**config.mk**
```make
export PLATFORM = sky130hd
export DESIGN_NAME = lbme_exec
export DESIGN_NICKNAME = d
export VERILOG_FILES = /design/src/design/lbme_pkg.sv /design/src/design/lbme_exec.sv
export VERILOG_INCLUDE_DIRS = /design/src /design/src/design
export SDC_FILE = /design/constraint.sdc
export NUM_CORES = 1
export LEC_CHECK = 0
export BUFFER_PORTS_ARGS = -buffer_cell sky130_fd_sc_hd__buf_2
export CORE_MARGIN = 4
export CORE_UTILIZATION = 50
export DETAILED_ROUTE_END_ITERATION = 12
export PLACE_DENSITY = 0.74
export SYNTH_ARGS = -nofsm -noshare
export SYNTH_HDL_FRONTEND = slang
export SYNTH_SLANG_ARGS = --single-unit
```
**constraint.sdc**
```tcl
create_clock -name sys_clk -period 4.65 [get_ports sys_clk]
set_input_delay 0.2325 -clock sys_clk [delete_from_list [all_inputs] [get_ports sys_clk]]
set_output_delay 0.2325 -clock sys_clk [all_outputs]
set_load 0.03 [all_outputs]
```
**src/design/lbme_map.svh**
```systemverilog
// Opcodes, machine-cycle timing and reset values for the long branch unit.
// What this block does
// - Long call return address is the program counter plus three.
// - Push return low byte at SP+1, high byte at SP+2; SP gains two.
// - Then load PC high from byte two, low from byte three, fetch.
// - Long call opcode 00010010, three bytes, two machine cycles.
// - Call target spans full 16-bit space; no flag changes.
// - Long jump loads PC from bytes two and three; stack untouched.
// - Long jump is three bytes long and takes two machine cycles.
// - Byte copy writes destination only; source and flags unchanged.
// - Byte copy decoder knows nine source/destination pairings.
// - Direct byte into A: opcode 11100101, two bytes, one cycle.
// - Direct copy of A into A is invalid; A is undefined after it. The code keeps A unchanged for it.
`ifndef LBME_MAP_SVH
`define LBME_MAP_SVH

`define LBME_OP_LONG_SUBROUTINE_CALL     8'h12
`define LBME_OP_LONG_JUMP      8'h02
`define LBME_OP_A_DIRECT  8'he5
`define LBME_OP_A_BANK    5'h1d
`define LBME_OP_A_IND     7'h73
`define LBME_OP_A_IMM     8'h74
`define LBME_OP_BANK_A    5'h1f
`define LBME_OP_BANK_DIR  5'h15
`define LBME_OP_BANK_IMM  5'h0f
`define LBME_OP_DIR_A     8'hf5
`define LBME_OP_DIR_BANK  5'h11

`define LBME_DIR_ACC      8'he0
`define LBME_DIR_SP       8'h81

`define LBME_MC_CLKS      12
`define LBME_CYC_LONG     2
`define LBME_CYC_MOVE     1
`define LBME_RET_OFFSET   16'h0003

`define LBME_RST_PC       16'h0000
`define LBME_RST_SP       8'h07
`define LBME_RST_ACC      8'h00

`endif

```
**src/design/lbme_pkg.sv**
```systemverilog
// Types shared by the long branch and byte copy unit.
package lbme_pkg;

  typedef enum logic [3:0] {
    ST_FETCH,
    ST_WAIT,
    ST_DECODE,
    ST_BYTE2,
    ST_BYTE3,
    ST_PUSH_LO,
    ST_PUSH_HI,
    ST_DATA,
    ST_PAD
  } lbme_state_t;

  typedef enum logic [3:0] {
    PAIR_NONE,
    PAIR_A_BANK,
    PAIR_A_DIRECT,
    PAIR_A_IND,
    PAIR_A_IMM,
    PAIR_BANK_A,
    PAIR_BANK_DIRECT,
    PAIR_BANK_IMM,
    PAIR_DIRECT_A,
    PAIR_DIRECT_BANK,
    PAIR_DIRECT_DIRECT,
    PAIR_DIRECT_IND,
    PAIR_DIRECT_IMM,
    PAIR_IND_A,
    PAIR_IND_DIRECT,
    PAIR_IND_IMM
  } lbme_pair_t;

  typedef struct packed {
    lbme_state_t state;
    lbme_state_t ret;
    logic [15:0] pc;
    logic [7:0]  sp;
    logic [7:0]  acc;
    logic [7:0]  opcode;
    logic [7:0]  byte2;
    logic [7:0]  cnt;
    logic [7:0]  limit;
    logic [15:0] code_addr;
    logic [7:0]  data_addr;
    logic [7:0]  data_wdata;
    logic        data_we;
    logic        done;
    logic        foreign;
    lbme_pair_t  pair;
  } lbme_core_t;

endpackage

```
**src/design/lbme_exec.sv**
```systemverilog
// Fetch, decode and execute of long call, long jump and direct or register-bank copies into A.
`timescale 1ns/1ps
`include "lbme_map.svh"

module lbme_exec #(
  parameter int MC_CLKS = `LBME_MC_CLKS
) (
  // Clock and reset.
  input  wire logic        sys_clk,
  input  wire logic        sys_rst,
  // Program memory, read data one cycle after the address.
  output logic [15:0]      code_addr,
  input  wire logic [7:0]  code_data,
  // Internal data memory and special registers, same timing.
  output logic [7:0]       data_addr,
  output logic [7:0]       data_wdata,
  output logic             data_we,
  input  wire logic [7:0]  data_rdata,
  // Register bank select from the status word.
  input  wire logic [1:0]  bank_sel,
  // Processor state.
  output logic [15:0]      program_counter,
  output logic [7:0]       stack_pointer,
  output logic [7:0]       work_register_a,
  // Instruction status.
  output logic             instr_done,
  output logic             instr_foreign,
  output lbme_pkg::lbme_pair_t copy_pairing
);

  lbme_pkg::lbme_core_t core_reg;
  lbme_pkg::lbme_core_t core_next;

  localparam logic [7:0] LONG_CLKS = 8'(`LBME_CYC_LONG * MC_CLKS);
  localparam logic [7:0] MOVE_CLKS = 8'(`LBME_CYC_MOVE * MC_CLKS);

  // Classifies a copy opcode into its addressing pairing.
  function automatic lbme_pkg::lbme_pair_t pair_of(input logic [7:0] op);
    lbme_pkg::lbme_pair_t p;
    p = lbme_pkg::PAIR_NONE;
    if (op[7:3] == `LBME_OP_A_BANK) begin
      p = lbme_pkg::PAIR_A_BANK;
    end else if (op == `LBME_OP_A_DIRECT) begin
      p = lbme_pkg::PAIR_A_DIRECT;
    end else if (op[7:1] == `LBME_OP_A_IND) begin
      p = lbme_pkg::PAIR_A_IND;
    end else if (op == `LBME_OP_A_IMM) begin
      p = lbme_pkg::PAIR_A_IMM;
    end else if (op[7:3] == `LBME_OP_BANK_A) begin
      p = lbme_pkg::PAIR_BANK_A;
    end else if (op[7:3] == `LBME_OP_BANK_DIR) begin
      p = lbme_pkg::PAIR_BANK_DIRECT;
    end else if (op[7:3] == `LBME_OP_BANK_IMM) begin
      p = lbme_pkg::PAIR_BANK_IMM;
    end else if (op == `LBME_OP_DIR_A) begin
      p = lbme_pkg::PAIR_DIRECT_A;
    end else if (op[7:3] == `LBME_OP_DIR_BANK) begin
      p = lbme_pkg::PAIR_DIRECT_BANK;
    end
    return p;
  endfunction

  logic [15:0] ret_addr;

  // The return address is formed from the opcode address, so it is valid
  // throughout the call no matter how far operand fetch has advanced.
  assign ret_addr = core_reg.pc + `LBME_RET_OFFSET;

  always_comb begin
    core_next         = core_reg;
    core_next.data_we = 1'b0;
    core_next.done    = 1'b0;
    core_next.foreign = 1'b0;
    core_next.cnt     = core_reg.cnt + 8'h01;
    case (core_reg.state)
      lbme_pkg::ST_FETCH: begin
        core_next.cnt       = 8'h00;
        core_next.code_addr = core_reg.pc;
        core_next.ret       = lbme_pkg::ST_DECODE;
        core_next.state     = lbme_pkg::ST_WAIT;
      end
      lbme_pkg::ST_WAIT: begin
        core_next.state = core_reg.ret;
      end
      lbme_pkg::ST_DECODE: begin
        core_next.opcode = code_data;
        core_next.pair   = pair_of(code_data);
        core_next.state  = lbme_pkg::ST_PAD;
        if (code_data == `LBME_OP_LONG_SUBROUTINE_CALL ||
            code_data == `LBME_OP_LONG_JUMP) begin
          core_next.limit     = LONG_CLKS;
          core_next.code_addr = core_reg.pc + 16'h0001;
          core_next.ret       = lbme_pkg::ST_BYTE2;
          core_next.state     = lbme_pkg::ST_WAIT;
        end else if (code_data == `LBME_OP_A_DIRECT) begin
          core_next.limit     = MOVE_CLKS;
          core_next.code_addr = core_reg.pc + 16'h0001;
          core_next.ret       = lbme_pkg::ST_BYTE2;
          core_next.state     = lbme_pkg::ST_WAIT;
        end else if (code_data[7:3] == `LBME_OP_A_BANK) begin
          core_next.limit     = MOVE_CLKS;
          core_next.data_addr = {3'h0, bank_sel, code_data[2:0]};
          core_next.ret       = lbme_pkg::ST_DATA;
          core_next.state     = lbme_pkg::ST_WAIT;
        end else begin
          // Anything else belongs to a neighbouring unit; it is flagged
          // and stepped over as one byte so the core never hangs.
          core_next.limit   = MOVE_CLKS;
          core_next.pc      = core_reg.pc + 16'h0001;
          core_next.foreign = 1'b1;
        end
      end
      lbme_pkg::ST_BYTE2: begin
        core_next.byte2 = code_data;
        if (core_reg.opcode == `LBME_OP_A_DIRECT) begin
          core_next.data_addr = code_data;
          core_next.ret       = lbme_pkg::ST_DATA;
        end else begin
          core_next.code_addr = core_reg.pc + 16'h0002;
          core_next.ret       = lbme_pkg::ST_BYTE3;
        end
        core_next.state = lbme_pkg::ST_WAIT;
      end
      lbme_pkg::ST_BYTE3: begin
        if (core_reg.opcode == `LBME_OP_LONG_SUBROUTINE_CALL) begin
          core_next.state = lbme_pkg::ST_PUSH_LO;
        end else begin
          core_next.pc    = {core_reg.byte2, code_data};
          core_next.state = lbme_pkg::ST_PAD;
        end
      end
      lbme_pkg::ST_PUSH_LO: begin
        // Byte three is still on the code bus; it is taken with the high
        // push so no extra holding register is needed.
        core_next.sp         = core_reg.sp + 8'h01;
        core_next.data_addr  = core_reg.sp + 8'h01;
        core_next.data_wdata = ret_addr[7:0];
        core_next.data_we    = 1'b1;
        core_next.state      = lbme_pkg::ST_PUSH_HI;
      end
      lbme_pkg::ST_PUSH_HI: begin
        core_next.sp         = core_reg.sp + 8'h01;
        core_next.data_addr  = core_reg.sp + 8'h01;
        core_next.data_wdata = ret_addr[15:8];
        core_next.data_we    = 1'b1;
        core_next.pc         = {core_reg.byte2, code_data};
        core_next.state      = lbme_pkg::ST_PAD;
      end
      lbme_pkg::ST_DATA: begin
        if (core_reg.opcode == `LBME_OP_A_DIRECT) begin
          core_next.pc = core_reg.pc + 16'h0002;
          if (core_reg.byte2 == `LBME_DIR_ACC) begin
            core_next.acc = core_reg.acc;
          end else if (core_reg.byte2 == `LBME_DIR_SP) begin
            core_next.acc = core_reg.sp;
          end else begin
            core_next.acc = data_rdata;
          end
        end else begin
          core_next.pc  = core_reg.pc + 16'h0001;
          core_next.acc = data_rdata;
        end
        core_next.state = lbme_pkg::ST_PAD;
      end
      lbme_pkg::ST_PAD: begin
        // Stretch every instruction to its full machine-cycle count. The
        // count lags the fetch clock by one, so the last pad clock sees
        // limit minus two and the next fetch lands exactly on the limit.
        if (core_reg.cnt >= core_reg.limit - 8'h02) begin
          core_next.done  = 1'b1;
          core_next.state = lbme_pkg::ST_FETCH;
        end
      end
      default: begin
        core_next.state = lbme_pkg::ST_FETCH;
      end
    endcase
  end

  always_ff @(posedge sys_clk) begin
    if (sys_rst) begin
      core_reg            <= '0;
      core_reg.state      <= lbme_pkg::ST_FETCH;
      core_reg.ret        <= lbme_pkg::ST_FETCH;
      core_reg.pc         <= `LBME_RST_PC;
      core_reg.sp         <= `LBME_RST_SP;
      core_reg.acc        <= `LBME_RST_ACC;
      core_reg.pair       <= lbme_pkg::PAIR_NONE;
    end else begin
      core_reg <= core_next;
    end
  end

  assign code_addr       = core_reg.code_addr;
  assign data_addr       = core_reg.data_addr;
  assign data_wdata      = core_reg.data_wdata;
  assign data_we         = core_reg.data_we;
  assign program_counter = core_reg.pc;
  assign stack_pointer   = core_reg.sp;
  assign work_register_a = core_reg.acc;
  assign instr_done      = core_reg.done;
  assign instr_foreign   = core_reg.foreign;
  assign copy_pairing    = core_reg.pair;

endmodule

```
==> key figures, run 1 <==
Run status
  • Result of the run: finished, final reports clean

Global routing
  • Initial antenna violation count: 0
  • Remaining global-route overflow: 0
  • Maximum number of pins on one net before global-route repair: 99
  • Total Routing Usage GR: 23.5%
  • Vias in the first global route: approximately 5.2k
  • Global-route wire length before repair: approximately 28000 µm

Clocking
  • Worst-Skew Late Latency: 0.36 ns
  • Number of gates resized after cts: 0
  • TritonCTS Sinks: 105
  • CTS Buf Count: 9
  • Clock transition at path regs: 0.07 ns
  • Deepest level of the CTS H-tree: 3
  • Maximum buffer depth of the clock tree: 2
  • CTS tree: done
  • Library cell used as clock root buffer: clkbuf_16
  • Setup bufs post-CTS: 0
  • Cts hold-fix bufs: 0

Floorplanning
  • Effective utilization at floorplan: between 50% and 60%
  • Count of standard-cell rows: 41
  • Die extent in y: 123 µm
  • Die outline area: between 15000 and 20000 µm²
  • Placeable core area: around 13000 µm²
  • Boundary pin count: 91
  • Die Span X: between 100 and 150 µm

Drt
  • Wire per inst: approximately 18 µm
  • Top routing layer in use: met4
  • Residual DRC: 0
  • Routed Antenna Nets: 0
  • Via count: about 5.7k
  • Initial detailed-routing violation count: around 620
  • Drt first pass iters: 5
  • Average via count per standard cell: just under 6
  • Met2 WL post-DR: ~8000 µm
  • Metal3 WL: between 1000 and 1500 µm
  • Met1 routed wirelength after detailed routing: a little over 7000 µm
  • Routed wire length: between 15000 and 20000 µm

Pwr
  • Pwr dens: just under 300 nW/µm²
  • Peak supply drop: between 0.00015 and 0.0002 V
  • Leak Pwr: between 2 and 3 nW
  • Sum of internal, switching and leakage power: 1.95 mW

STA
  • Period minus WS final: about 2.7 ns
  • Sum Neg Setup Slack: 0 ns
  • Setup repair after global routing missed its margin: no
  • Maximum frequency from static timing analysis: approximately 0.36 GHz
  • Fin Clk Skew: roughly 0.01 ns
  • Worst-case headroom to the max-slew limit: a little over a quarter
  • Endpoints failing hold: 0
  • Slew at the pin with the worst max-slew slack: approximately 1.1 ns
  • Final Max Tran Viols: 0
  • Number of setup violations in the final report: 0
  • Share of the clock period used by the worst path after layout: 59.0%

Yosys
  • Adder-cell area share of the yosys netlist: around 2.8%
  • Largest family of logic cells by synthesized area: simple AND/OR/NAND/NOR gates
  • Xor and xnor area share after synthesis: 7.29%
  • Synthesized netlist cell count: just over 800
  • Mux cell area share after synthesis: 1.97%
  • Mapped Area: 6590 µm²
  • Number of nets produced by synthesis: approximately 850
  • Sequential share of the synthesized area: roughly a third
  • Post-synthesis register bit count: ~110
  • Library cells used by synthesis: 74
  • Main synth FF type: dfxtp_1
  • Count of flip-flops with a built-in enable after synthesis: 0
  • Share of the synthesized area in compound gates (AO/OA/AOI/OAI): around a fifth
  • Simple-gate share of the synthesized area: between 20% and 30%
  • Mapped Avg Cell Area: 8.05 µm²
  • Fraction of synthesis flops using an asynchronous set or reset pin: 0%
  • Number of synthesis warnings: 0

Placed design
  • Post-placement cell count: approximately 960
  • Gp weighted congestion: between 1 and 1.5
  • Detailed-placement wirelength estimate: around 12000 µm
  • Port Buffer Count: 90

Layout
  • Count of fill cells added during filler insertion: approximately 1.2k
  • Fraction of layout cells with a size suffix above 1: around 18%
  • End-of-flow core utilization: between 50% and 60%
  • Nets@finish: 829
  • Area delta synth->final: 1.84%
  • Finished Layout Cells: between 900 and 1k
  • Flip-flop count of the largest register after layout: 34
  • Antenna diode count: 0

Flow run
  • Max-cap violations: 0

Critical path
  • Depth of the worst register-to-register path: 5
  • Setup crit end kind: register
  • Worst Setup Path Type: register to register
  • Worst EP required: between 4 and 5 ns
  • Arrival time reported for the critical path endpoint: ~3 ns
  • Element type at the critical path start: register
  • Highest net fanout along the worst path: 27

Min path
  • Min-Delay Path Depth: 3
  • Worst hold path type: input port to register
[per-layer routing]
metal / track usage (%) / vias up
met1: 31.8 / 2675
met2: 36.1 / 242
met4: 10.3 / 0
li1: - / 2752
met3: 4.93 / 44
met5: 0 / -
[Yosys cell counts, types with 3 or more instances]
library cell	count	area, µm²
o21a_1	4	30.0
o22ai_1	5	31.3
nor4_1	8	50.1
buf_4	76	571
nand4_1	5	31.3
a22oi_1	10	75.1
o221ai_1	3	26.3
xnor2_1	29	254
a221oi_1	6	52.6
o21ai_0	36	180
inv_1	13	48.8
a211oi_2	8	100
a211oi_1	28	210
nand2_1	79	297
nand2b_1	6	37.5
a311oi_1	5	43.8
and3_1	6	37.5
nand3_1	24	120
a2111oi_0	3	26.3
a21oi_1	50	250
and2_1	3	18.8
nor3_1	18	90.1
buf_2	19	95.1
nor2b_1	3	18.8
mux2i_1	13	130
nor2_1	110	413
or2_2	3	18.8
o211ai_1	3	22.5
a31oi_1	7	43.8
o21ai_1	5	25.0
nor3b_1	6	45.0
xor2_1	24	210
clkbuf_1	27	101
dfxtp_1	105	2100
ha_1	15	188
buf_6	5	56.3
[cells in the final DEF (no fill, tap or decap), drive strengths merged, types with 5 or more instances in the layout]
| cell | instances |
|---|---|
| clkbuf | 12 |
| nor3 | 19 |
| dfxtp | 105 |
| xnor2 | 29 |
| a21oi | 51 |
| and3 | 6 |
| a221oi | 6 |
| nor2 | 114 |
| nor3b | 6 |
| o21ai | 41 |
| nand4 | 7 |
| xor2 | 25 |
| nand2b | 6 |
| buf | 95 |
| nand3 | 25 |
| a31oi | 7 |
| nor4 | 11 |
| mux2i | 13 |
| inv | 13 |
| ha | 15 |
| o22ai | 5 |
| nand2 | 79 |
| a211oi | 36 |
| a22oi | 10 |
| a311oi | 5 |
[per-stage QoR]
stage	setup WS [ns]	hold slack [ns]	area [µm²]
detailed placement	1.95	0.456	6450
global placement	2.00	0.453	6450
finish	1.91	0.206	6720
global route	1.61	0.209	6720
CTS	1.93	0.197	6720
floorplan	2.68	0.368	6590
[worst paths after layout]
check	from	endpoint	slack (ns)
max	core_reg[110]	data_addr[4]	1.91
min	bank_sel[0]	data_addr[3]	0.21
max reg2reg	core_reg[110]	data_addr[4]	1.91
min reg2reg	core_reg[67]	core_reg[67]	0.47
[layout make-up]
| class | instances | area [µm²] | area share (%) |
|---|---|---|---|
| clock buffer | 12 | 246 | 3.67 |
| sequential | 105 | 2100 | 31.3 |
| timing repair buffer | 95 | 490 | 7.30 |
| clock inverter | 2 | 16.3 | 0.242 |
| tap | 172 | 215 | 3.20 |
| inverter | 13 | 48.8 | 0.727 |
| multi-input combinational | 570 | 3600 | 53.5 |
[worst max-delay path, stage by stage, from the launching register on]
cell	delay [ns]
dfxtp_1	0.77
and4bb_2	0.40
nor2_2	0.88
o21ai_0	0.23
a31oi_1	0.18
a211oi_1	0.10
[where the power goes]
| group | internal (mW) | switching, mW | total, mW |
|---|---|---|---|
| Sequential | 0.932 | 0.0355 | 0.967 |
| Clock | 0.374 | 0.336 | 0.710 |
| Combinational | 0.0863 | 0.182 | 0.269 |
| Total | 1.39 | 0.554 | 1.95 |
[cells by family after synthesis]
logic type               after synthesis
multiplexers                          13
flip-flops                           105
buffers and inverters                144
AO/OA/AOI/OAI                        190
AND/OR/NAND/NOR                      298
XOR/XNOR                              54
adder cells (fa/ha/maj)               15
Note: power is estimated with default switching activity, not from simulation.
==> run 2, diff against run 1 <==
--- a/config.mk
+++ b/config.mk
@@ -6,11 +6,12 @@
 export SDC_FILE = /design/constraint.sdc
 export NUM_CORES = 1
 export LEC_CHECK = 0
+export ABC_AREA = 1
 export BUFFER_PORTS_ARGS = -buffer_cell sky130_fd_sc_hd__buf_2
 export CORE_MARGIN = 4
 export CORE_UTILIZATION = 50
 export DETAILED_ROUTE_END_ITERATION = 12
-export PLACE_DENSITY = 0.74
+export PLACE_DENSITY = 0.77
 export SYNTH_ARGS = -nofsm -noshare
 export SYNTH_HDL_FRONTEND = slang
 export SYNTH_SLANG_ARGS = --single-unit
==> constraint.sdc (replaced) <==
create_clock -name sys_clk -period 2.2 [get_ports sys_clk]
set_input_delay 0.11 -clock sys_clk [delete_from_list [all_inputs] [get_ports sys_clk]]
set_output_delay 0.11 -clock sys_clk [all_outputs]
set_load 0.03 [all_outputs]
==> run 2 against run 1 <==
  * Flip-flop and latch count stayed put
  * Sequential power grew 120%
  * Register-to-register slack lost 1.7 ns
  * Largest power group unchanged
  * Highest routed layer unchanged
==> key figures, run 2 <==
Run status
  • Result of the run: finished, final reports clean

Drt
  • Routed Antenna Nets: 0 (unchanged)
  • Residual DRC: 0 (unchanged)
  • Met1 routed wirelength after detailed routing: 8430 µm (+16%)
  • Metal3 WL: 1840 µm (+23%)
  • Initial detailed-routing violation count: 804 (+29%)
  • Drt first pass iters: 6 (+1)
  • Average via count per standard cell: 5.48 (-7.1%)
  • Wire per inst: 15.6 µm (-13%)
  • Met2 WL post-DR: 8470 µm (+5.5%)
  • Routed wire length: 19200 µm (+11%)
  • Top routing layer in use: met4
  • Via count: 6741 (+18%)

STA
  • Setup repair after global routing missed its margin: no
  • Endpoints failing hold: 0 (unchanged)
  • Fin Clk Skew: 0.00998 ns (-0.0000196 ns)
  • Final Max Tran Viols: 0 (unchanged)
  • Maximum frequency from static timing analysis: 0.505 GHz (+39%)
  • Worst-case headroom to the max-slew limit: 54.2% (+28 points)
  • Number of setup violations in the final report: 0 (unchanged)
  • Slew at the pin with the worst max-slew slack: 0.684 ns (-0.424 ns)
  • Share of the clock period used by the worst path after layout: 90.0% (+31 points)
  • Sum Neg Setup Slack: 0 ns (unchanged)
  • Period minus WS final: 1.98 ns (-0.764 ns)

Placed design
  • Port Buffer Count: 90 (unchanged)
  • Gp weighted congestion: 0.969 (-4.6%)
  • Detailed-placement wirelength estimate: 14200 µm (+14%)

Yosys
  • Number of synthesis warnings: 0 (unchanged)
  • Library cells used by synthesis: 37 (-50%)
  • Top cells by instance count after synthesis: nand2_1 (253), nor2_1 (130), nand3_1 (110), dfxtp_1 (105), inv_1 (91)
  • Top area cells in the synthesized netlist: dfxtp_1 (32%), nand2_1 (14%), nand3_1 (8.4%)
  • Sequential share of the synthesized area: 31.9% (+0.036 points)
  • Synthesized netlist cell count: 1037 (+27%)
  • Fraction of synthesis flops using an asynchronous set or reset pin: 0% (unchanged)
  • Mapped Avg Cell Area: 6.35 µm² (-21%)
  • Mapped Area: 6590 µm² (-0.11%)
  • Post-synthesis register bit count: 105 (unchanged)
  • Cell with the most instances after synthesis: nand2_1
  • Main synth FF type: dfxtp_1
  • Top-area cell type share of the netlist area: 31.9% (+0.036 points)
  • Yosys top cell by area: dfxtp_1
  • Number of nets produced by synthesis: 1072 (+26%)
  • Count of flip-flops with a built-in enable after synthesis: 0 (unchanged)

Critical path
  • Element type at the critical path start: register
  • CP peak stage delay: 0.44 ns (-0.44 ns)
  • Arrival time reported for the critical path endpoint: 2.22 ns (-0.72 ns)
  • End of the worst register-to-register path: code_addr[15]
  • Highest net fanout along the worst path: 6 (-78%)
  • Worst EP required: 2.45 ns (-2.39 ns)
  • CP most frequent cell: nor2_1
  • Worst setup path startpoint: program_counter[1]
  • Startpoint of the lowest-slack register-to-register path: program_counter[1]
  • CP Cell Sequence: ha_1 > nand3_1 > nor2_1 > nand4_1 > nand3_1 > o21ai_0 > nor2_1 > nor2_1
  • Timing endpoint of the critical path: code_addr[15]
  • Depth of the worst register-to-register path: 8 (+3)
  • Worst-path cell with the longest stage delay: dfxtp_1
  • Worst Setup Path Type: register to register
  • Reg2reg setup slack: 0.22 ns (-1.69 ns)
  • Setup crit end kind: register

Global routing
  • Maximum number of pins on one net before global-route repair: 44 (-56%)
  • Vias in the first global route: 5983 (+14%)
  • Total Routing Usage GR: 25.6% (+2.0 points)
  • Global-route wire length before repair: 30200 µm (+8.8%)
  • Initial antenna violation count: 0 (unchanged)
  • Remaining global-route overflow: 0 (unchanged)

Floorplanning
  • Count of standard-cell rows: 41 (unchanged)
  • Die Span X: 123 µm (about the same)
  • Effective utilization at floorplan: 51.6% (-0.059 points)
  • Die outline area: 15100 µm² (-0.11%)
  • Die extent in y: 123 µm (about the same)
  • Placeable core area: 12800 µm² (unchanged)
  • Boundary pin count: 91 (unchanged)

Pwr
  • Power share of the clock group: 39.3% (+2.8 points)
  • Power Internal: 3.39 mW (+140%)
  • Switching Fraction: 29.1% (+0.62 points)
  • Logic gate share of total power: 17.0% (+3.2 points)
  • Pwr dens: 675 nW/µm² (+130%)
  • Leak Pwr: 3.32 nW (+28%)
  • Peak supply drop: 0.000314 V (+73%)
  • Fraction of power consumed by sequential logic: 43.7% (-6.0 points)
  • Switching component of the power: 1.39 mW (+150%)

Layout
  • Flip-flop count of the largest register after layout: 34 (unchanged)
  • Count of fill cells added during filler insertion: 1260 (+2.3%)
  • End-of-flow core utilization: 55.5% (+2.9 points)
  • Area delta synth->final: 7.54%
  • Most frequent standard cell in the layout excluding fill and tap cells: nand2_1
  • Fraction of layout cells with a size suffix above 1: 14.2% (-3.8 points)
  • Most frequent cells in the layout: nand2_1 (253), nor2_1 (130), nand3_1 (110)
  • Antenna diode count: 0 (unchanged)
  • Nets@finish: 1089 (+31%)

Clocking
  • Clock transition at path regs: 0.07 ns (about the same)
  • Library cell used as clock root buffer: clkbuf_16
  • Worst-Skew Late Latency: 0.36 ns (about the same)
  • Maximum buffer depth of the clock tree: 2 (unchanged)
  • CTS Buf Count: 9 (unchanged)
  • TritonCTS Sinks: 105 (unchanged)
  • Cts hold-fix bufs: 0 (unchanged)
  • Deepest level of the CTS H-tree: 3 (unchanged)
  • CTS tree: done

Min path
  • Min-Delay Path Depth: 3 (unchanged)
  • Worst hold path type: input port to register

Flow run
  • Max-cap violations: 0 (unchanged)
## run 2: layout make-up
class	count	area [µm²]	share of cell area (%)
flip-flops and latches	105	2100	29.7
clock buffers	11	243	3.43
clock inverters	5	103	1.45
repair buffers	112	616	8.69
well taps	172	215	3.04
inverters	99	374	5.28
multi-input cells	727	3430	48.4
## run 2: repair_timing
action / in CTS / in global routing
gates resized for setup: 0 / 2
buffers inserted: 0 / 0
setup endpoints to repair: 0 / 2
## run 2: critical path, delay by kind of cell, from the launching register on
kind | cells | cell delay, ns
AO/OA/AOI/OAI | 1 | 0.09
adder cells (fa/ha/maj) | 1 | 0.30
flip-flops | 1 | 0.44
AND/OR/NAND/NOR | 6 | 1.04
## run 2: layer usage
layer | vias up | track usage, %
met5 | - | 0
met4 | 0 | 8.68
met3 | 40 | 4.61
met2 | 345 | 40.6
met1 | 3033 | 35.0
li1 | 3323 | -
## run 2: power groups by stage
stage | sequential (mW) | clock (mW) | combinational [mW]
global placement | 2.13 | 0 | 0.788
floorplan | 2.09 | 0 | 0.661
finish | 2.09 | 1.88 | 0.814
global route | 2.10 | 1.96 | 0.892
CTS | 2.08 | 1.89 | 0.804
detailed placement | 2.13 | 0 | 0.799
## run 2: worst min-delay path by stage
stage	startpoint	to	slack, ns
global placement	code_data[0]	core_reg[63]	0.43
floorplan	code_data[2]	core_reg[57]	0.27
finish	code_data[0]	core_reg[63]	0.08
detailed placement	code_data[0]	core_reg[63]	0.44
global route	data_rdata[0]	work_register_a[0]	0.11
CTS	code_data[0]	core_reg[63]	0.08
## run 2: logic make-up after synthesis
kind of cell | count (synthesis) | synth area share, %
AOI/OAI and AO/OA | 158 | 12.6
DFF | 105 | 31.9
and+or+nand+nor | 543 | 35.1
adders and majority gates | 15 | 2.85
buffers and inverters | 205 | 16.1
xor gates and xnor gates | 11 | 1.46
## run 2: per-stage QoR
stage               area [µm²]  power, mW  hold WS [ns]  worst slack [ns]  std cells
CTS                       7080       4.78        0.0761             0.206       1231
global placement          6730       2.92         0.430             0.239       1215
finish                    7080       4.78        0.0796             0.220       1231
floorplan                 6590       2.76         0.273             0.516       1037
global route              7080       4.95         0.110            0.0133       1231
detailed placement        6730       2.93         0.440             0.230       1215
==> run 3, diff against run 2 <==
==> constraint.sdc (replaced) <==
create_clock -name sys_clk -period 2.2 [get_ports sys_clk]
set_input_delay 0.22 -clock sys_clk [delete_from_list [all_inputs] [get_ports sys_clk]]
set_output_delay 0.22 -clock sys_clk [all_outputs]
set_load 0.03 [all_outputs]
==> run 3 against run 2 <==
  * Total power is 2.1% lower
  * Highest routed layer unchanged
  * Clock skew fell by 0.00065 ns
  * Core utilization is 0.25 points lower
  * Combinational power is 1% lower
  * Cell count shrank 0.32%
  * Critical endpoint is now data_addr[7]
  * Fmax decreased by 1.0%
  * Global-route usage is 0.15 points lower
  * Critical path type unchanged
  * Worst setup slack got worse by 0.021 ns
  * Die area is the same
  * Via count shrank 0.19%
  * First-iteration DRC count shrank 2.5%
==> key figures, run 3 (synthesis gave the netlist of run 2 again) <==
Pwr
  • Fraction of power consumed by sequential logic: 44.6% (+0.9 points)
  • Power Internal: 3.30 mW (-2.7%)
  • Peak supply drop: 0.000325 V (+3.5%)
  • Leak Pwr: 3.30 nW (-0.63%)
  • Switching component of the power: 1.38 mW (-0.58%)
  • Logic gate share of total power: 17.2% (+0.2 points)
  • Power share of the clock group: 38.3% (-1.0 points)
  • Switching Fraction: 29.6% (+0.45 points)
  • Pwr dens: 664 nW/µm² (-1.6%)

Critical path
  • Element type at the critical path start: register
  • Highest net fanout along the worst path: 18 (+12)
  • Arrival time reported for the critical path endpoint: 2.25 ns (+0.03 ns)
  • Worst EP required: 2.45 ns (about the same)
  • Worst Setup Path Type: register to register
  • Setup crit end kind: register
  • Reg2reg setup slack: 0.20 ns (-0.02 ns)

Floorplanning
  • Die extent in y: 123 µm (unchanged)
  • Count of standard-cell rows: 41 (unchanged)
  • Effective utilization at floorplan: 51.6% (unchanged)
  • Die Span X: 123 µm (unchanged)
  • Placeable core area: 12800 µm² (unchanged)
  • Boundary pin count: 91 (unchanged)
  • Die outline area: 15100 µm² (unchanged)

Clocking
  • Setup bufs post-CTS: 0 (unchanged)
  • Clock transition at path regs: 0.07 ns (about the same)
  • Cts hold-fix bufs: 0 (unchanged)
  • TritonCTS Sinks: 105 (unchanged)
  • Maximum buffer depth of the clock tree: 2 (unchanged)
  • Library cell used as clock root buffer: clkbuf_16
  • CTS tree: done
  • Number of gates resized after cts: 0 (unchanged)
  • Worst-Skew Late Latency: 0.36 ns (about the same)
  • CTS Buf Count: 9 (unchanged)
  • Deepest level of the CTS H-tree: 3 (unchanged)

Layout
  • Area delta synth->final: 7.05%
  • Flip-flop count of the largest register after layout: 34 (unchanged)
  • Fin area: 7050 µm² (-0.46%)
  • Most frequent cells in the layout: nand2_1 (253), nor2_1 (130), nand3_1 (110)
  • Antenna diode count: 0 (unchanged)
  • End-of-flow core utilization: 55.2% (-0.25 points)
  • Fraction of layout cells with a size suffix above 1: 14.0% (-0.14 points)
  • Nets@finish: 1086 (-0.28%)
  • Most frequent standard cell in the layout excluding fill and tap cells: nand2_1

Drt
  • Routed Antenna Nets: 0 (unchanged)
  • Via count: 6728 (-0.19%)
  • Drt first pass iters: 6 (unchanged)
  • Initial detailed-routing violation count: 784 (-2.5%)
  • Routed wire length: 18800 µm (-2.1%)
  • Residual DRC: 0 (unchanged)
  • Average via count per standard cell: 5.48 (+0.13%)
  • Wire per inst: 15.3 µm (-1.8%)

STA
  • Share of the clock period used by the worst path after layout: 90.9% (+0.95 points)
  • Fin Clk Skew: 0.00933 ns (-0.000649 ns)
  • Setup repair after global routing missed its margin: no
  • Number of setup violations in the final report: 0 (unchanged)
  • Minimum setup slack in the final design: 0.200 ns (-0.0208 ns)
  • Maximum frequency from static timing analysis: 0.500 GHz (-1.0%)
  • Endpoints failing hold: 0 (unchanged)
  • Worst-case headroom to the max-slew limit: 55.1% (+0.91 points)
  • Sum Neg Setup Slack: 0 ns (unchanged)
  • Slew at the pin with the worst max-slew slack: 0.672 ns (-0.0127 ns)
  • Period minus WS final: 2.00 ns (+0.0208 ns)
  • Final Max Tran Viols: 0 (unchanged)

Global routing
  • Vias in the first global route: 6183 (+3.3%)
  • Remaining global-route overflow: 0 (unchanged)
  • Maximum number of pins on one net before global-route repair: 44 (unchanged)
  • Total Routing Usage GR: 25.4% (-0.15 points)
  • Global-route wire length before repair: 30500 µm (+1.1%)
  • Initial antenna violation count: 0 (unchanged)

Placed design
  • Standard cell area after detailed placement: 6710 µm² (-0.33%)
  • Detailed-placement wirelength estimate: 13900 µm (-2.6%)
  • Gp weighted congestion: 1.01 (+4.1%)
  • Setup slack after placement: 0.192 ns (-0.0375 ns)
  • Port Buffer Count: 90 (unchanged)

Run status
  • Result of the run: finished, final reports clean

Min path
  • Worst hold path type: input port to register

Flow run
  • Max-cap violations: 0 (unchanged)
==> run 3: area by class of cell <==
cell class | count | area [µm²]
clock buffer | 11 | 253
multi-input combinational | 727 | 3440
tap | 172 | 215
inverter | 99 | 375
clock inverter | 4 | 76.3
timing repair buffer | 109 | 593
sequential | 105 | 2100
fill | 1258 | 5720
==> run 3: path summary, 6_finish.rpt <==
kind | from | to | depth (start not counted)
setup / recovery | core_reg[110] | data_addr[7] | 12
hold reg to reg | copy_pairing[2] | copy_pairing[2] | 2
hold / removal | code_data[0] | core_reg[63] | 3
setup reg to reg | core_reg[110] | data_addr[7] | 12
==> run 3: power groups by stage <==
stage	sequential, mW	combinational, mW	clock (mW)
floorplan	2.09	0.661	0
global route	2.10	0.889	1.88
detailed placement	2.12	0.790	0
finish	2.08	0.804	1.79
global placement	2.12	0.784	0
CTS	2.08	0.794	1.80
==> run 3: metal layers <==
layer,part of all wire (%),GRT usage [%],vias up
met2,43,39.9,360
met5,0,0,-
li1,-,-,3322
met1,44,34.2,2982
met4,3.6,11.3,0
met3,9.1,4.33,64
==> run 3: critical path, stage by stage (launching register included) <==
cell and delay, ns:
dfxtp_1 0.32, inv_1 0.11, nand2_1 0.16, inv_2 0.12
nand2_2 0.12, nand2_4 0.20, inv_2 0.17, nand2_1 0.11
nand3_2 0.17, inv_2 0.19, nand2_1 0.08, nor2_1 0.09
nor2_1 0.05
==> run 3: per-stage QoR <==
step | std cells | power [mW] | hold WS (ns)
global placement | 1212 | 2.91 | 0.449
detailed placement | 1212 | 2.91 | 0.454
finish | 1227 | 4.68 | 0.185
floorplan | 1037 | 2.76 | 0.383
global route | 1227 | 4.86 | 0.212
CTS | 1227 | 4.68 | 0.176
